### config.mk
export PLATFORM = sky130hd
export DESIGN_NAME = power_mode_controller
export DESIGN_NICKNAME = d
export VERILOG_FILES = /design/src/verilog/pmc_pkg.sv /design/src/verilog/pmc_clk_if.sv /design/src/verilog/pmc_clk_div.sv /design/src/verilog/power_mode_controller.sv
export SDC_FILE = /design/constraint.sdc
export NUM_CORES = 1
export LEC_CHECK = 0
export ABC_AREA = 1
export BUFFER_PORTS_ARGS = -buffer_cell sky130_fd_sc_hd__buf_2
export CAP_MARGIN = 25
export CORE_ASPECT_RATIO = 1.4
export CORE_MARGIN = 5
export CORE_UTILIZATION = 55
export DETAILED_ROUTE_END_ITERATION = 7
export PLACE_DENSITY = 0.79
export SLEW_MARGIN = 10
export SYNTH_ARGS = -nofsm -noshare
export SYNTH_HDL_FRONTEND = slang
export SYNTH_SLANG_ARGS = --single-unit
export TNS_END_PERCENT = 30
### constraint.sdc
create_clock -name mclk -period 3.15 [get_ports mclk]
set_input_delay 0 -clock mclk [delete_from_list [all_inputs] [get_ports mclk]]
set_output_delay 0 -clock mclk [all_outputs]
set_load 0.05 [all_outputs]
### src/verilog/pmc_pkg.sv
// shared constants and types for the power mode controller
package pmc_pkg;

  // ==========================================================
  // cpu operating modes
  typedef enum logic [3:0] {
    MODE_ACTIVE_HS,
    MODE_ACTIVE_MS,
    MODE_SUBACTIVE,
    MODE_SLEEP_HS,
    MODE_SLEEP_MS,
    MODE_STANDBY,
    MODE_WATCH,
    MODE_SUBSLEEP,
    MODE_SETTLE
  } pm_mode_t;

  // ==========================================================
  // wake source bit positions in the pending interrupt vector
  localparam int unsigned WAKE_W        = 16;
  localparam int unsigned WK_TIMER_A    = 0;
  localparam int unsigned WK_EXTERNAL_IRQ_ZERO       = 1;
  localparam int unsigned WK_IRQ1       = 2;
  localparam int unsigned WK_IRQ2       = 3;
  localparam int unsigned WK_IRQ3       = 4;
  localparam int unsigned WK_INT_LO     = 5;   // wakeup_int zero..seven at 5..12
  localparam int unsigned WK_OTHER      = 13;  // any other peripheral interrupt

  // ==========================================================
  // settling wait in states (cycles of mclk)
  localparam int unsigned SETTLE_W      = 18;
  localparam logic [17:0] SETTLE_8K     = 18'h02000;
  localparam logic [17:0] SETTLE_16K    = 18'h04000;
  localparam logic [17:0] SETTLE_32K    = 18'h08000;
  localparam logic [17:0] SETTLE_64K    = 18'h10000;
  localparam logic [17:0] SETTLE_128K   = 18'h20000;

  // ==========================================================
  // clock divider ratios
  localparam int unsigned DIV_W         = 6;
  localparam logic [5:0]  SUB_DIV_2     = 6'h02;
  localparam logic [5:0]  SUB_DIV_4     = 6'h04;
  localparam logic [5:0]  SUB_DIV_8     = 6'h08;
  localparam logic [5:0]  MED_DIV_8     = 6'h08;
  localparam logic [5:0]  MED_DIV_16    = 6'h10;
  localparam logic [5:0]  MED_DIV_32    = 6'h20;
  localparam logic [5:0]  MED_DIV_64    = 6'h3f;  // capped at counter width

endpackage : pmc_pkg

### src/verilog/pmc_clk_if.sv
// interface carrying divider setup from the sequencer to the divider
`timescale 1ns/1ps
interface pmc_clk_if;
  logic [5:0] ratio;
  logic       run;
  logic       tick;
  modport ctrl (output ratio, output run, input tick);
  modport div  (input ratio, input run, output tick);
endinterface : pmc_clk_if

### src/verilog/pmc_clk_div.sv
// divider producing a one-cycle clock enable pulse
`timescale 1ns/1ps
module pmc_clk_div
(
  // clock and reset
  input  wire logic mclk,
  input  wire logic resetn,
  // divider control
  pmc_clk_if.div    cif
);

  logic [5:0] cnt_r;

  // ==========================================================
  // count to ratio, pulse on wrap
  always_ff @(posedge mclk or negedge resetn)
  begin
    if (!resetn)
    begin
      cnt_r    <= 6'h00;
      cif.tick <= 1'b0;
    end
    else if (!cif.run)
    begin
      cnt_r    <= 6'h00;
      cif.tick <= 1'b0;
    end
    else if (cnt_r >= cif.ratio - 6'h01)
    begin
      cnt_r    <= 6'h00;
      cif.tick <= 1'b1;
    end
    else
    begin
      cnt_r    <= cnt_r + 6'h01;
      cif.tick <= 1'b0;
    end
  end

endmodule : pmc_clk_div

### src/verilog/power_mode_controller.sv
// power mode sequencer: sleep decode, wakeup, settling wait, clock select
//
// What this block does
// - watch with low speed on wakes to subactive
// - subsleep wakes to subactive on listed interrupts
// - masked or disabled interrupts never wake
// - subactive sleep with standby and timer select: watch
// - subactive sleep, standby off, low speed: subsleep
// - subactive clock is watch clock over 2/4/8
// - medium speed on wakes to active medium speed
// - medium sleep with standby, no timer: standby
// - medium sleep with standby and timer: watch
// - medium sleep without standby: high or medium sleep
// - reset pin low ends medium speed mode
// - medium clock is system clock by two-bit select
// - direct transfer switches run mode, raises exception
// - direct interrupt disabled: sleep or watch instead
// - masked direct transfer: sleep/watch with no wakeup
// - high speed direct to medium via sleep
// - medium direct to high speed via sleep
// - active direct to subactive via watch
// - subactive direct to high speed after settling
// - subactive direct to medium speed after settling
// - settling select picks 8K..128K state wait
`timescale 1ns/1ps
module power_mode_controller
#(
  parameter logic [17:0] SETTLE_SCALE_SHIFT = 18'h0  // shortens waits in simulation
)
(
  // clock and reset
  input  wire logic        mclk,
  input  wire logic        resetn,
  input  wire logic        reset_pin_n,
  // cpu side
  input  wire logic        sleep_exec,
  input  wire logic        condition_code_reg_i,
  // mode control bits
  input  wire logic        software_standby_bit,
  input  wire logic        low_speed_on_bit,
  input  wire logic        medium_speed_on_bit,
  input  wire logic        direct_transfer_on_bit,
  input  wire logic        timer_a_clock_select_bit,
  input  wire logic        direct_irq_enable,
  input  wire logic [1:0]  subactive_div_select,
  input  wire logic [1:0]  medium_div_select,
  input  wire logic [2:0]  settle_time_select,
  // interrupts
  input  wire logic [15:0] irq_pending,
  input  wire logic [15:0] irq_enable,
  // status and clock enables
  output logic      [3:0]  mode_out,
  output logic             cpu_run,
  output logic             clock_released,
  output logic             cpu_clk_en,
  output logic             reset_hold,
  output logic             direct_exc_req,
  output logic             wake_exc_req
);

  pmc_clk_if cif ();

  pmc_pkg::pm_mode_t mode_r;
  pmc_pkg::pm_mode_t settle_dst_r;
  logic [17:0]       settle_cnt_r;
  logic              lock_r;       // entered from masked direct transfer
  logic              pin_s1_r;
  logic              pin_s2_r;
  logic              dt_real;      // sleep decodes to one of the direct transfers
  logic              settle_dt_r;  // current settling stretch closes a direct transfer
  logic              settle_done;  // last cycle of a settling stretch
  logic [15:0]       wake_ok;
  logic              wake_watch;
  logic              wake_sub;
  logic              wake_stby;
  logic              wake_any;
  logic [17:0]       settle_len;
  logic              dt_go;
  logic              dt_blocked;

  // ==========================================================
  // reset pin synchroniser
  always_ff @(posedge mclk or negedge resetn)
  begin
    if (!resetn)
    begin
      pin_s1_r <= 1'b0;
      pin_s2_r <= 1'b0;
    end
    else
    begin
      pin_s1_r <= reset_pin_n;
      pin_s2_r <= pin_s1_r;
    end
  end

  // ==========================================================
  // wake qualification per source group
  always_comb
  begin
    wake_ok    = condition_code_reg_i ? 16'h0000 : (irq_pending & irq_enable);
    wake_watch = wake_ok[pmc_pkg::WK_TIMER_A] | wake_ok[pmc_pkg::WK_EXTERNAL_IRQ_ZERO];
    wake_stby  = wake_ok[pmc_pkg::WK_EXTERNAL_IRQ_ZERO] | wake_ok[pmc_pkg::WK_IRQ1];
    wake_sub   = wake_ok[pmc_pkg::WK_TIMER_A] | (|wake_ok[pmc_pkg::WK_IRQ3:pmc_pkg::WK_EXTERNAL_IRQ_ZERO])
               | (|wake_ok[pmc_pkg::WK_INT_LO+7:pmc_pkg::WK_INT_LO]);
    wake_any   = |wake_ok;
  end

  // ==========================================================
  // settling length from the three-bit select
  always_comb
  begin
    if (settle_time_select[2])
      settle_len = pmc_pkg::SETTLE_128K;
    else
      unique case (settle_time_select[1:0])
        2'b00:   settle_len = pmc_pkg::SETTLE_8K;
        2'b01:   settle_len = pmc_pkg::SETTLE_16K;
        2'b10:   settle_len = pmc_pkg::SETTLE_32K;
        2'b11:   settle_len = pmc_pkg::SETTLE_64K;
      endcase
    settle_len = settle_len >> SETTLE_SCALE_SHIFT;
    if (settle_len == 18'h0)
      settle_len = 18'h1;
  end

  // direct transfer proceeds only when unmasked and enabled
  assign dt_go      = direct_transfer_on_bit & direct_irq_enable & ~condition_code_reg_i;
  assign dt_blocked = direct_transfer_on_bit & ~dt_go;

  // ==========================================================
  // direct transfer decode: only codes that keep the cpu running count,
  // so a direct bit left set on a standby sleep raises no exception
  always_comb
  begin
    dt_real = 1'b0;
    if (sleep_exec && dt_go)
    begin
      if (mode_r == pmc_pkg::MODE_ACTIVE_HS || mode_r == pmc_pkg::MODE_ACTIVE_MS)
      begin
        // high/medium swap through sleep, or down to subactive through watch
        if (!software_standby_bit && !low_speed_on_bit)
          dt_real = 1'b1;
        else if (software_standby_bit && low_speed_on_bit && timer_a_clock_select_bit)
          dt_real = 1'b1;
      end
      else if (mode_r == pmc_pkg::MODE_SUBACTIVE)
      begin
        // back up to an active mode through watch and settling
        if (software_standby_bit && !low_speed_on_bit && timer_a_clock_select_bit)
          dt_real = 1'b1;
      end
    end
  end

  // final count of the settling wait
  assign settle_done = mode_r == pmc_pkg::MODE_SETTLE && settle_cnt_r <= 18'h1;

  // ==========================================================
  // a direct transfer out of subactive completes only after settling,
  // so its exception waits for the end of the stretch
  always_ff @(posedge mclk or negedge resetn)
  begin
    if (!resetn)
      settle_dt_r <= 1'b0;
    else if (mode_r != pmc_pkg::MODE_SETTLE)
      settle_dt_r <= dt_real && mode_r == pmc_pkg::MODE_SUBACTIVE;
  end

  // ==========================================================
  // mode sequencer
  always_ff @(posedge mclk or negedge resetn)
  begin
    if (!resetn)
    begin
      mode_r       <= pmc_pkg::MODE_ACTIVE_HS;
      settle_dst_r <= pmc_pkg::MODE_ACTIVE_HS;
      settle_cnt_r <= 18'h0;
      lock_r       <= 1'b0;
    end
    else if (!pin_s2_r)
    begin
      mode_r <= pmc_pkg::MODE_ACTIVE_HS;
      lock_r <= 1'b0;
    end
    else
    begin
      unique case (mode_r)
        pmc_pkg::MODE_ACTIVE_HS, pmc_pkg::MODE_ACTIVE_MS:
        begin
          if (sleep_exec)
          begin
            lock_r <= direct_transfer_on_bit & condition_code_reg_i;
            if (software_standby_bit && timer_a_clock_select_bit)
            begin
              if (dt_go && low_speed_on_bit)
                mode_r <= pmc_pkg::MODE_SUBACTIVE;
              else
                mode_r <= pmc_pkg::MODE_WATCH;
            end
            else if (software_standby_bit && !low_speed_on_bit)
              mode_r <= pmc_pkg::MODE_STANDBY;
            else if (!software_standby_bit && !low_speed_on_bit)
            begin
              if (dt_go)
                mode_r <= medium_speed_on_bit ? pmc_pkg::MODE_ACTIVE_MS
                                              : pmc_pkg::MODE_ACTIVE_HS;
              else
                mode_r <= medium_speed_on_bit ? pmc_pkg::MODE_SLEEP_MS
                                              : pmc_pkg::MODE_SLEEP_HS;
            end
          end
        end
        pmc_pkg::MODE_SUBACTIVE:
        begin
          if (sleep_exec && timer_a_clock_select_bit)
          begin
            lock_r <= direct_transfer_on_bit & condition_code_reg_i;
            if (software_standby_bit && dt_go && !low_speed_on_bit)
            begin
              mode_r       <= pmc_pkg::MODE_SETTLE;
              settle_cnt_r <= settle_len;
              settle_dst_r <= medium_speed_on_bit ? pmc_pkg::MODE_ACTIVE_MS
                                                  : pmc_pkg::MODE_ACTIVE_HS;
            end
            else if (software_standby_bit)
              mode_r <= pmc_pkg::MODE_WATCH;
            else if (low_speed_on_bit)
              mode_r <= pmc_pkg::MODE_SUBSLEEP;
          end
        end
        pmc_pkg::MODE_SLEEP_HS, pmc_pkg::MODE_SLEEP_MS:
        begin
          if (wake_any && !lock_r)
            mode_r <= (mode_r == pmc_pkg::MODE_SLEEP_MS) ? pmc_pkg::MODE_ACTIVE_MS
                                                         : pmc_pkg::MODE_ACTIVE_HS;
        end
        pmc_pkg::MODE_STANDBY:
        begin
          if (wake_stby)
          begin
            mode_r       <= pmc_pkg::MODE_SETTLE;
            settle_cnt_r <= settle_len;
            settle_dst_r <= medium_speed_on_bit ? pmc_pkg::MODE_ACTIVE_MS
                                                : pmc_pkg::MODE_ACTIVE_HS;
          end
        end
        pmc_pkg::MODE_WATCH:
        begin
          if (wake_watch && !lock_r)
          begin
            if (low_speed_on_bit)
              mode_r <= pmc_pkg::MODE_SUBACTIVE;
            else
            begin
              mode_r       <= pmc_pkg::MODE_SETTLE;
              settle_cnt_r <= settle_len;
              settle_dst_r <= medium_speed_on_bit ? pmc_pkg::MODE_ACTIVE_MS
                                                  : pmc_pkg::MODE_ACTIVE_HS;
            end
          end
        end
        pmc_pkg::MODE_SUBSLEEP:
        begin
          if (wake_sub)
            mode_r <= pmc_pkg::MODE_SUBACTIVE;
        end
        pmc_pkg::MODE_SETTLE:
        begin
          if (settle_cnt_r <= 18'h1)
            mode_r <= settle_dst_r;
          else
            settle_cnt_r <= settle_cnt_r - 18'h1;
        end
        default:
          mode_r <= pmc_pkg::MODE_ACTIVE_HS;
      endcase
    end
  end

  // ==========================================================
  // exception request pulses
  always_ff @(posedge mclk or negedge resetn)
  begin
    if (!resetn)
    begin
      direct_exc_req <= 1'b0;
      wake_exc_req   <= 1'b0;
    end
    else
    begin
      direct_exc_req <= pin_s2_r && ((dt_real && mode_r != pmc_pkg::MODE_SUBACTIVE)
                        || (settle_done && settle_dt_r));
      wake_exc_req   <= pin_s2_r && !lock_r && (
                          ((mode_r == pmc_pkg::MODE_SLEEP_HS || mode_r == pmc_pkg::MODE_SLEEP_MS)
                           && wake_any)
                        || (mode_r == pmc_pkg::MODE_WATCH && wake_watch && low_speed_on_bit)
                        || (mode_r == pmc_pkg::MODE_SUBSLEEP && wake_sub)
                        || (settle_done && !settle_dt_r));
    end
  end

  // ==========================================================
  // divider ratio selection
  always_comb
  begin
    cif.ratio = 6'h01;
    cif.run   = 1'b1;
    if (mode_r == pmc_pkg::MODE_SUBACTIVE || mode_r == pmc_pkg::MODE_SUBSLEEP)
      unique case (subactive_div_select)
        2'b00:   cif.ratio = pmc_pkg::SUB_DIV_8;
        2'b01:   cif.ratio = pmc_pkg::SUB_DIV_4;
        default: cif.ratio = pmc_pkg::SUB_DIV_2;
      endcase
    else if (mode_r == pmc_pkg::MODE_ACTIVE_MS || mode_r == pmc_pkg::MODE_SLEEP_MS)
      unique case (medium_div_select)
        2'b00:   cif.ratio = pmc_pkg::MED_DIV_8;
        2'b01:   cif.ratio = pmc_pkg::MED_DIV_16;
        2'b10:   cif.ratio = pmc_pkg::MED_DIV_32;
        2'b11:   cif.ratio = pmc_pkg::MED_DIV_64;
      endcase
  end

  pmc_clk_div u_div
  (
    .mclk   (mclk),
    .resetn (resetn),
    .cif    (cif)
  );

  // ==========================================================
  // registered outputs
  always_ff @(posedge mclk or negedge resetn)
  begin
    if (!resetn)
    begin
      mode_out       <= 4'h0;
      cpu_run        <= 1'b0;
      clock_released <= 1'b0;
      cpu_clk_en     <= 1'b0;
      reset_hold     <= 1'b1;
    end
    else
    begin
      mode_out       <= 4'(mode_r);
      cpu_run        <= mode_r == pmc_pkg::MODE_ACTIVE_HS || mode_r == pmc_pkg::MODE_ACTIVE_MS
                        || mode_r == pmc_pkg::MODE_SUBACTIVE;
      clock_released <= mode_r != pmc_pkg::MODE_SETTLE && mode_r != pmc_pkg::MODE_STANDBY;
      cpu_clk_en     <= cif.tick && (mode_r == pmc_pkg::MODE_ACTIVE_HS
                        || mode_r == pmc_pkg::MODE_ACTIVE_MS || mode_r == pmc_pkg::MODE_SUBACTIVE);
      reset_hold     <= !pin_s2_r;
    end
  end

endmodule : power_mode_controller
==> out/metrics.csv, run 1 <==
metric,value,unit
outcome,completed,
cell count after synthesis,434,
row count,32,
drc violations,0,
"commonest non-fill, non-tap cell in the layout",nand2_1,
clock buffer depth,2,
Syn Std Cell Area,3029,sq um
worst hold path class,input pin to flop,
final core utilization,65.63,%
CTS tree,yes,
Crit. Startpoint,mode_r[2],
synth unique cells,35,
top_reg_cell synth,dfrtp_1,
required time worst endpoint,3370,ps
Seq cells post-synth,44,
Core ar.,5445,sq um
GR Util All Layers,21.39,%
WL/cell,12.62,um
worst clock skew,13.05,ps
power per cell area,1083,nW/um^2
crit path time final,2871,ps
"Seq/Total Area, Yosys",36.39,%
Max-cap violations,0,
"area leader, netlist",dfrtp_1,
initial antenna violation count,0,
CP Capture Type,flop,
first-pass GRT wire length,12.24,mm
Slew headroom,75.31,%
drt first pass iters,4,
Placer Congestion,0.9312,
hold path start,direct_transfer_on_bit,
fin. max-slew vios,0,
largest net degree at the start of global routing,45,
yosys warns,0,
Iteration-0 DRC Markers,149,
starting density of the core,55.63,%
Reg2Reg Depth,17,
Post-synth EDFFs,0,
clk root buf,clkbuf_8,
Max Freq,348.3,MHz
Mapped Avg Cell Area,6.980,sq um
Worst-Margin Slew,367.0,ps
setup bufs post-CTS,0,
worst-path maximum fanout,7,
P_leak,2.033,nW
I/O Pins,60,
"Async S/R FF share, synth",100.0,%
Worst-Skew Late Latency,300,ps
antenna fix cells,0,
Die Footprint,7113,sq um
Final setup viols,0,
top post-synthesis cells by area,"dfrtp_1 (36%), nand2_1 (17%), nor2_1 (8.8%)",
final net count,569,
vias in the first global route,2928,
Port Buffers,59,
final hold violations,0,
routed via count,2969,
metal3 WL,374,um
Post-Route WL,7.218,mm
top-area cell type share of the netlist area,35.52,%
Top Metal Used,met4,
Layout area overhead,17.97,%
crit path DAT,3090,ps
clk slew on worst S/H paths,90,ps
Chip Height,97.81,um
GRT overflow,0,
post-DP HPWL,5.628,mm
maximum vdd ir drop,814.8,uV
Die Width,72.72,um
WS Path Type,flop to flop,
vias per cell,5.191,
Synthesized Nets,500,
fin crit share,91.15,%
WL met2,3.820,mm
most frequent cells in the layout,"nand2_1 (134), nor2_1 (69), buf_2 (59)",
Final ANT Viol Nets,0,
CTS Buf Count,5,
htree depth,2,
layout cells sized above 1,18.06,%
setup TNS,0,ps
CTS Sinks,44,
RSZ-0062 raised after global routing,no,
reg2reg start,mode_r[2],
Setup crit start kind,flop,
WL met1,2.818,mm
worst hold path stage count,3,
==> cell usage after synthesis (2+ instances only) <==
library cell,n
nand2_1,134
nor2_1,71
inv_1,49
dfrtp_1,43
nand3_1,24
o21ai_0,20
ha_1,16
xor2_1,12
a21oi_1,9
nand4_1,6
xnor2_1,6
nor3_1,5
inv_2,4
o21ai_2,4
o2111ai_1,3
o22ai_1,3
a31oi_1,2
buf_8,2
clkbuf_1,2
nand3_2,2
nor2_2,2
nor3b_1,2
==> layer usage <==
metal | vias up | GRT usage (%)
li1 | 1512 | -
met5 | - | 0
met4 | 0 | 8.665
met2 | 82 | 40.19
met1 | 1355 | 23.21
met3 | 20 | 2.884
==> critical path: stages, from the launching register on <==
cell and delay (ps):
dfrtp_1 420, inv_1 110, nor2_2 150, nand2_1 120, nand2_1 130, inv_1 80, nor2_1 90, nor2_1 70
inv_1 80, ha_1 190, nand4_1 130, xor2_1 170, ha_1 290, nand2_1 100, inv_1 60, o211ai_1 100
o2111ai_2 260, nor3b_1 250
==> cell type report <==
cell class	count	area (sq um)
Multi-Input combinational cell	332	1690
Fill cell	512	1872
Inverter	53	198.9
Tap cell	68	85.08
Clock inverter	2	38.79
Timing Repair Buffer	67	375.4
Sequential cell	44	1102
Clock buffer	6	82.58
==> flip-flops by register name, summed over array words and instances (netlist names) <==
signal and flops:
cpu_run 1, settle_cnt_r 18, clock_released 1, wake_exc_req 1, u_div.cnt_r 6, direct_exc_req 1
mode_r 4, pin_s1_r 1, settle_dst_r 1, cpu_clk_en 1, mode_out 4, pin_s2_r 1
settle_dt_r 1, reset_hold 1, u_div.cif.tick 1, lock_r 1
==> where the power goes <==
part / internal [mW] / switching [mW]
registers: 0.759 / 0.174
clock network: 0.260 / 0.206
logic: 0.905 / 1.57
total: 1.92 / 1.95
==> per-stage QoR <==
stage | area (sq um) | setup WS (ps) | power [mW] | instances | hold slack (ps)
6_report | 3573 | 278.7 | 3.869 | 572 | 17.87
3_5_place_dp | 3391 | 209.2 | 3.365 | 560 | 109.4
5_1_grt | 3573 | 8.048 | 4.277 | 572 | 59.66
2_1_floorplan | 3029 | 588.3 | 2.863 | 434 | -295.6
3_3_place_gp | 3391 | 404.2 | 3.293 | 560 | 110.0
4_1_cts | 3542 | 189.2 | 3.852 | 571 | 8.259
==> cell families (layout without fill, tap and decap cells) <==
group           after synthesis  after routing  synth area share [%]
compound gates               47             47                 9.294
xor+xnor                     18             18                 5.204
fa+ha+maj                    16             16                 6.609
buf+inv                      58            128                 8.179
flops                        44             44                 36.39
simple gates                251            251                 34.33
==> path summary, 6_finish.rpt <==
| path | endpoint | slack [ps] |
|---|---|---|
| worst max-delay path | u_div.cnt_r[2] | 280 |
| worst min-delay path | lock_r | 20 |
| worst max register to register | u_div.cnt_r[2] | 280 |
| worst min register to register | pin_s2_r | 350 |
| max in group asynchronous | settle_cnt_r[13] | 2560 |
| min in group asynchronous | wake_exc_req | 110 |
==> timing repair <==
| item | CTS | global route |
|---|---|---|
| hold endpoints to repair | 45 | 0 |
| gates resized for setup | 0 | 3 |
| endpoints found under the setup margin | 0 | 7 |
| hold buffers | 3 | 0 |
Note: power is estimated with default switching activity, not from simulation.
==> run 2: changes to the inputs <==
- PLACE_DENSITY: 0.79 -> 0.82
==> out/metrics.csv, run 2 (synthesis results as in run 1) <==
metric,value,unit
worst clock skew,4.472,ps
Top Metal Used,met4,
max reg flops,18,
Layout area overhead,18.30,%
Largest Register,settle_cnt_r,
"Cell Area, Placed",3376,sq um
final net count,568,
Setup crit start kind,flop,
Placer Congestion,0.9231,
Comb power frac,65.1,%
Post-Route WL,7.390,mm
row count,32,
"delay-heaviest family, CP",simple AND/OR/NAND/NOR gates,
Chip Height,97.81,um
drt first pass iters,5,
CP Capture Type,flop,
max incr delay on CP,490,ps
Largest regs,"settle_cnt_r (18), u_div.cnt_r (6)",
crit path buf inv count,2,
largest net degree at the start of global routing,45,
maximum vdd ir drop,823.6,uV
slowest CP cell,dfrtp_1,
first-pass GRT wire length,12.63,mm
most frequent cells in the layout,"nand2_1 (133), nor2_1 (69), buf_2 (59)",
clk slew on worst S/H paths,80,ps
clock buffer depth,2,
Die Footprint,7113,sq um
layout cells sized above 1,18.29,%
power per cell area,1092,nW/um^2
crit-path cells,"nor2_2, nand2_2, nand2_2, nand2_1, nand2_1, inv_1, ha_1, nand4_1, xor2_1, ha_1, nand2_1, inv_1, o211ai_1, o2111ai_4, nor3b_1",
RR Endpoint,u_div.cnt_r[2],
I/O Pins,60,
switching share of power,50.16,%
Max-cap violations,0,
Reg power frac,23.8,%
fillers,491,
CTS Sinks,44,
starting density of the core,55.63,%
antenna fix cells,0,
Slew headroom,65.95,%
Die Width,72.72,um
DP Worst Slack,107.9,ps
crit path time final,2970,ps
GR Util All Layers,21.99,%
required time worst endpoint,3370,ps
CTS Buf Count,5,
reg2reg start,mode_r[3],
crit path DAT,3190,ps
WL met2,4.049,mm
vias per cell,5.201,
worst-path maximum fanout,7,
Port Buffers,59,
Reg2Reg Depth,15,
Final setup viols,0,
net switching power,1.963,mW
"commonest non-fill, non-tap cell in the layout",nand2_1,
drc violations,0,
post-DP HPWL,5.797,mm
htree depth,2,
Min Hold Slack,15.11,ps
clock power share,11.1,%
fin. max-slew vios,0,
Final ANT Viol Nets,0,
Cell Int Power,1.950,mW
P_leak,2.029,nW
r2r setup slk,180,ps
WL/cell,12.94,um
clk root buf,clkbuf_8,
setup TNS,0,ps
Worst-Margin Slew,510.7,ps
Finished Cell Area,3583,sq um
hold path start,direct_transfer_on_bit,
vias in the first global route,2966,
metal3 WL,304,um
final hold violations,0,
outcome,completed,
Min-Delay Endpoint,lock_r,
Max Freq,336.6,MHz
final critical-path setup slack,179.5,ps
Core ar.,5445,sq um
cell mode on critical path,nand2_1,
WS Path Type,flop to flop,
worst hold path stage count,3,
worst hold path class,input pin to flop,
routed via count,2970,
Worst-Skew Late Latency,300,ps
initial antenna violation count,0,
GRT overflow,0,
CTS tree,yes,
fin crit share,94.30,%
WL met1,2.854,mm
Iteration-0 DRC Markers,182,
run 2: final cells by class:
type                    count  area [sq um]  share of cell area (%)
repair buffers             66         375.4                   10.47
multi-input cells         332          1714                   47.84
clock buffers               6         72.57                   2.025
clock inverters             2         35.03                  0.9777
flip-flops and latches     44          1102                   30.76
well taps                  68         85.08                   2.374
inverters                  53         198.9                   5.552
run 2: worst max path at each step:
| stage | end | from | cells after the start | slack (ps) |
|---|---|---|---|---|
| after CTS | u_div.cnt_r[2] | mode_r[3] | 15 | 100 |
| after floorplan | u_div.cnt_r[2] | mode_r[3] | 15 | 590 |
| final | u_div.cnt_r[2] | mode_r[3] | 15 | 180 |
| after global placement | u_div.cnt_r[3] | mode_r[3] | 15 | 330 |
| after global routing | u_div.cnt_r[2] | mode_r[3] | 15 | -100 |
| after detailed placement | u_div.cnt_r[2] | mode_r[3] | 15 | 110 |
run 2: per-layer routing:
layer,GRT usage [%],vias up
li1,-,1515
met1,23.47,1373
met2,40.89,65
met3,3.708,17
met4,9.659,0
met5,0,-
run 2: timing repair:
item,4_1_cts,5_1_grt
setup buffers,0,1
hold endpoints to repair,45,0
gates resized for setup,0,8
hold buffers,3,0
setup endpoints to repair,0,7
run 2: tightest hold or removal path, cell delays in order:
cell,delay [ps]
buf_2,90
a31oi_1,70
a21oi_1,110
run 2: power groups by stage:
| stage | logic, mW | registers, mW | clock network, mW |
|---|---|---|---|
| after floorplan | 1.82 | 1.04 | 0 |
| after global placement | 2.34 | 0.926 | 0 |
| after detailed placement | 2.42 | 0.932 | 0 |
| after CTS | 2.43 | 0.925 | 0.439 |
| after global routing | 2.91 | 0.959 | 0.461 |
| final | 2.55 | 0.932 | 0.433 |
run 2: metrics by stage:
step                      std cells  utilization (%)  power [mW]
after CTS                       569            64.52       3.792
final                           571            65.81       3.913
after global routing            571            65.81       4.329
after floorplan                 434                -       2.863
after detailed placement        558            61.99       3.350
after global placement          558            61.99       3.261
==> run 3: changes to the inputs <==
- CORE_UTILIZATION: 55 -> 40
- PLACE_DENSITY: 0.82 -> 0.63
==> out/metrics.csv, run 3 (synthesis results as in run 1) <==
metric,value,unit
fillers,736,
maximum vdd ir drop,675.5,uV
Core ar.,7361,sq um
Reg2Reg Depth,16,
"Cell Area, Placed",3450,sq um
setup TNS,0,ps
fin. max-slew vios,0,
drc violations,0,
PnR Total Power,3.753,mW
worst hold path stage count,3,
row count,37,
CTS Sinks,44,
Final setup viols,0,
Max Freq,357.1,MHz
CTS Buf Count,5,
starting density of the core,41.15,%
Worst-Margin Slew,392.0,ps
"commonest non-fill, non-tap cell in the layout",nand2_1,
Placer Congestion,0.8500,
clk slew on worst S/H paths,80,ps
Port Buffers,59,
WS Path Type,flop to flop,
vias per cell,4.863,
Iteration-0 DRC Markers,112,
Max-cap violations,0,
WL/cell,12.36,um
Slew headroom,73.87,%
layout cells sized above 1,18.34,%
Final Non-Filler Cells,604,
Worst-Skew Late Latency,300,ps
final net count,572,
CTS tree,yes,
routed via count,2937,
crit path time final,2800,ps
Largest Register,settle_cnt_r,
most frequent cells in the layout,"nand2_1 (134), nor2_1 (70), buf_2 (59)",
crit path buf inv count,3,
fin crit share,88.90,%
initial antenna violation count,0,
crit path DAT,3010,ps
power per cell area,1042,nW/um^2
slowest CP cell,dfrtp_1,
worst-path maximum fanout,7,
Layout area overhead,18.88,%
clock buffer depth,2,
setup bufs post-CTS,0,
clk root buf,clkbuf_8,
required time worst endpoint,3360,ps
antenna fix cells,0,
max reg flops,18,
"delay-heaviest family, CP",simple AND/OR/NAND/NOR gates,
placed cell count,592,
Final ANT Viol Nets,0,
drt first pass iters,4,
first-pass GRT wire length,12.65,mm
outcome,completed,
largest net degree at the start of global routing,45,
CP Capture Type,flop,
Setup crit start kind,flop,
vias in the first global route,2902,
final core utilization,48.92,%
Post-Route WL,7.468,mm
cell mode on critical path,nand2_1,
Chip Height,113.0,um
Die Footprint,9438,sq um
I/O Pins,60,
WP depth,16,
post-DP HPWL,5.908,mm
P_leak,2.037,nW
Finished Cell Area,3601,sq um
htree depth,2,
RSZ-0062 raised after global routing,no,
GR Util All Layers,16.22,%
max incr delay on CP,470,ps
Die Width,83.55,um
final hold violations,0,
Largest regs,"settle_cnt_r (18), u_div.cnt_r (6)",
crit-path cells,"inv_1, nor2_2, nand2_2, nand2_1, nand2_1, nand2_1, inv_1, ha_1, nand4_1, xor2_1, ha_1, nand2_1, inv_1, o211ai_1, o2111ai_2, nor3b_1",
worst clock skew,5.799,ps
GRT overflow,0,
worst hold path class,input pin to flop,
==> run 3: path summary, 6_finish.rpt <==
kind / startpoint / to / slack, ps
hold / removal: direct_transfer_on_bit / lock_r / 30
max in group asynchronous: resetn / reset_hold / 2450
setup reg to reg: mode_r[1] / u_div.cnt_r[3] / 350
hold reg to reg: pin_s1_r / pin_s2_r / 360
min in group asynchronous: resetn / settle_cnt_r[12] / 140
setup / recovery: mode_r[1] / u_div.cnt_r[3] / 350
==> run 3: per-stage QoR <==
stage,setup slack [ps],hold WS (ps)
final,349.5,31.38
after global routing,50.53,39.87
after CTS,250.6,10.63
after detailed placement,264.7,110.6
after global placement,419.1,108.4
after floorplan,588.3,-295.6
==> run 3: power breakdown <==
part / total, mW / leakage (nW) / internal (mW) / switching (mW)
Sequential: 0.924 / 0.578 / 0.759 / 0.164
Clock: 0.375 / 0.0510 / 0.175 / 0.200
Combinational: 2.45 / 1.41 / 0.919 / 1.54
Total: 3.75 / 2.04 / 1.85 / 1.90
==> run 3: per-layer routing <==
metal	part of all wire, %	vias up	GRT usage (%)
li1	-	1525	-
met1	40	1347	17.61
met2	55	48	31.48
met3	2.8	17	2.549
met4	2.4	0	5.794
met5	0	-	0
==> run 3: cell type report <==
class | instances | area, sq um | area share (%)
clock buffer | 6 | 82.58 | 2.293
clock inverter | 2 | 10.01 | 0.2780
inverter | 53 | 198.9 | 5.525
multi-input combinational | 332 | 1688 | 46.87
sequential | 44 | 1102 | 30.61
tap | 97 | 121.4 | 3.370
timing repair buffer | 70 | 397.9 | 11.05
==> run 3: worst register-to-register path, cell delays in order (launching register included) <==
cell and delay, ps:
dfrtp_1 470, inv_1 130, nor2_2 150, nand2_2 160, nand2_1 160, nand2_1 60, nand2_1 80, inv_1 50
ha_1 210, nand4_1 110, xor2_1 150, ha_1 240, nand2_1 90, inv_1 60, o211ai_1 100, o2111ai_2 230
nor3b_1 260
==> run 3: what timing repair did <==
item                                    CTS  global route
endpoints found under the setup margin    0             2
endpoints found under the hold margin    45             0
resized for setup                         0             2
hold buffers                              3             0
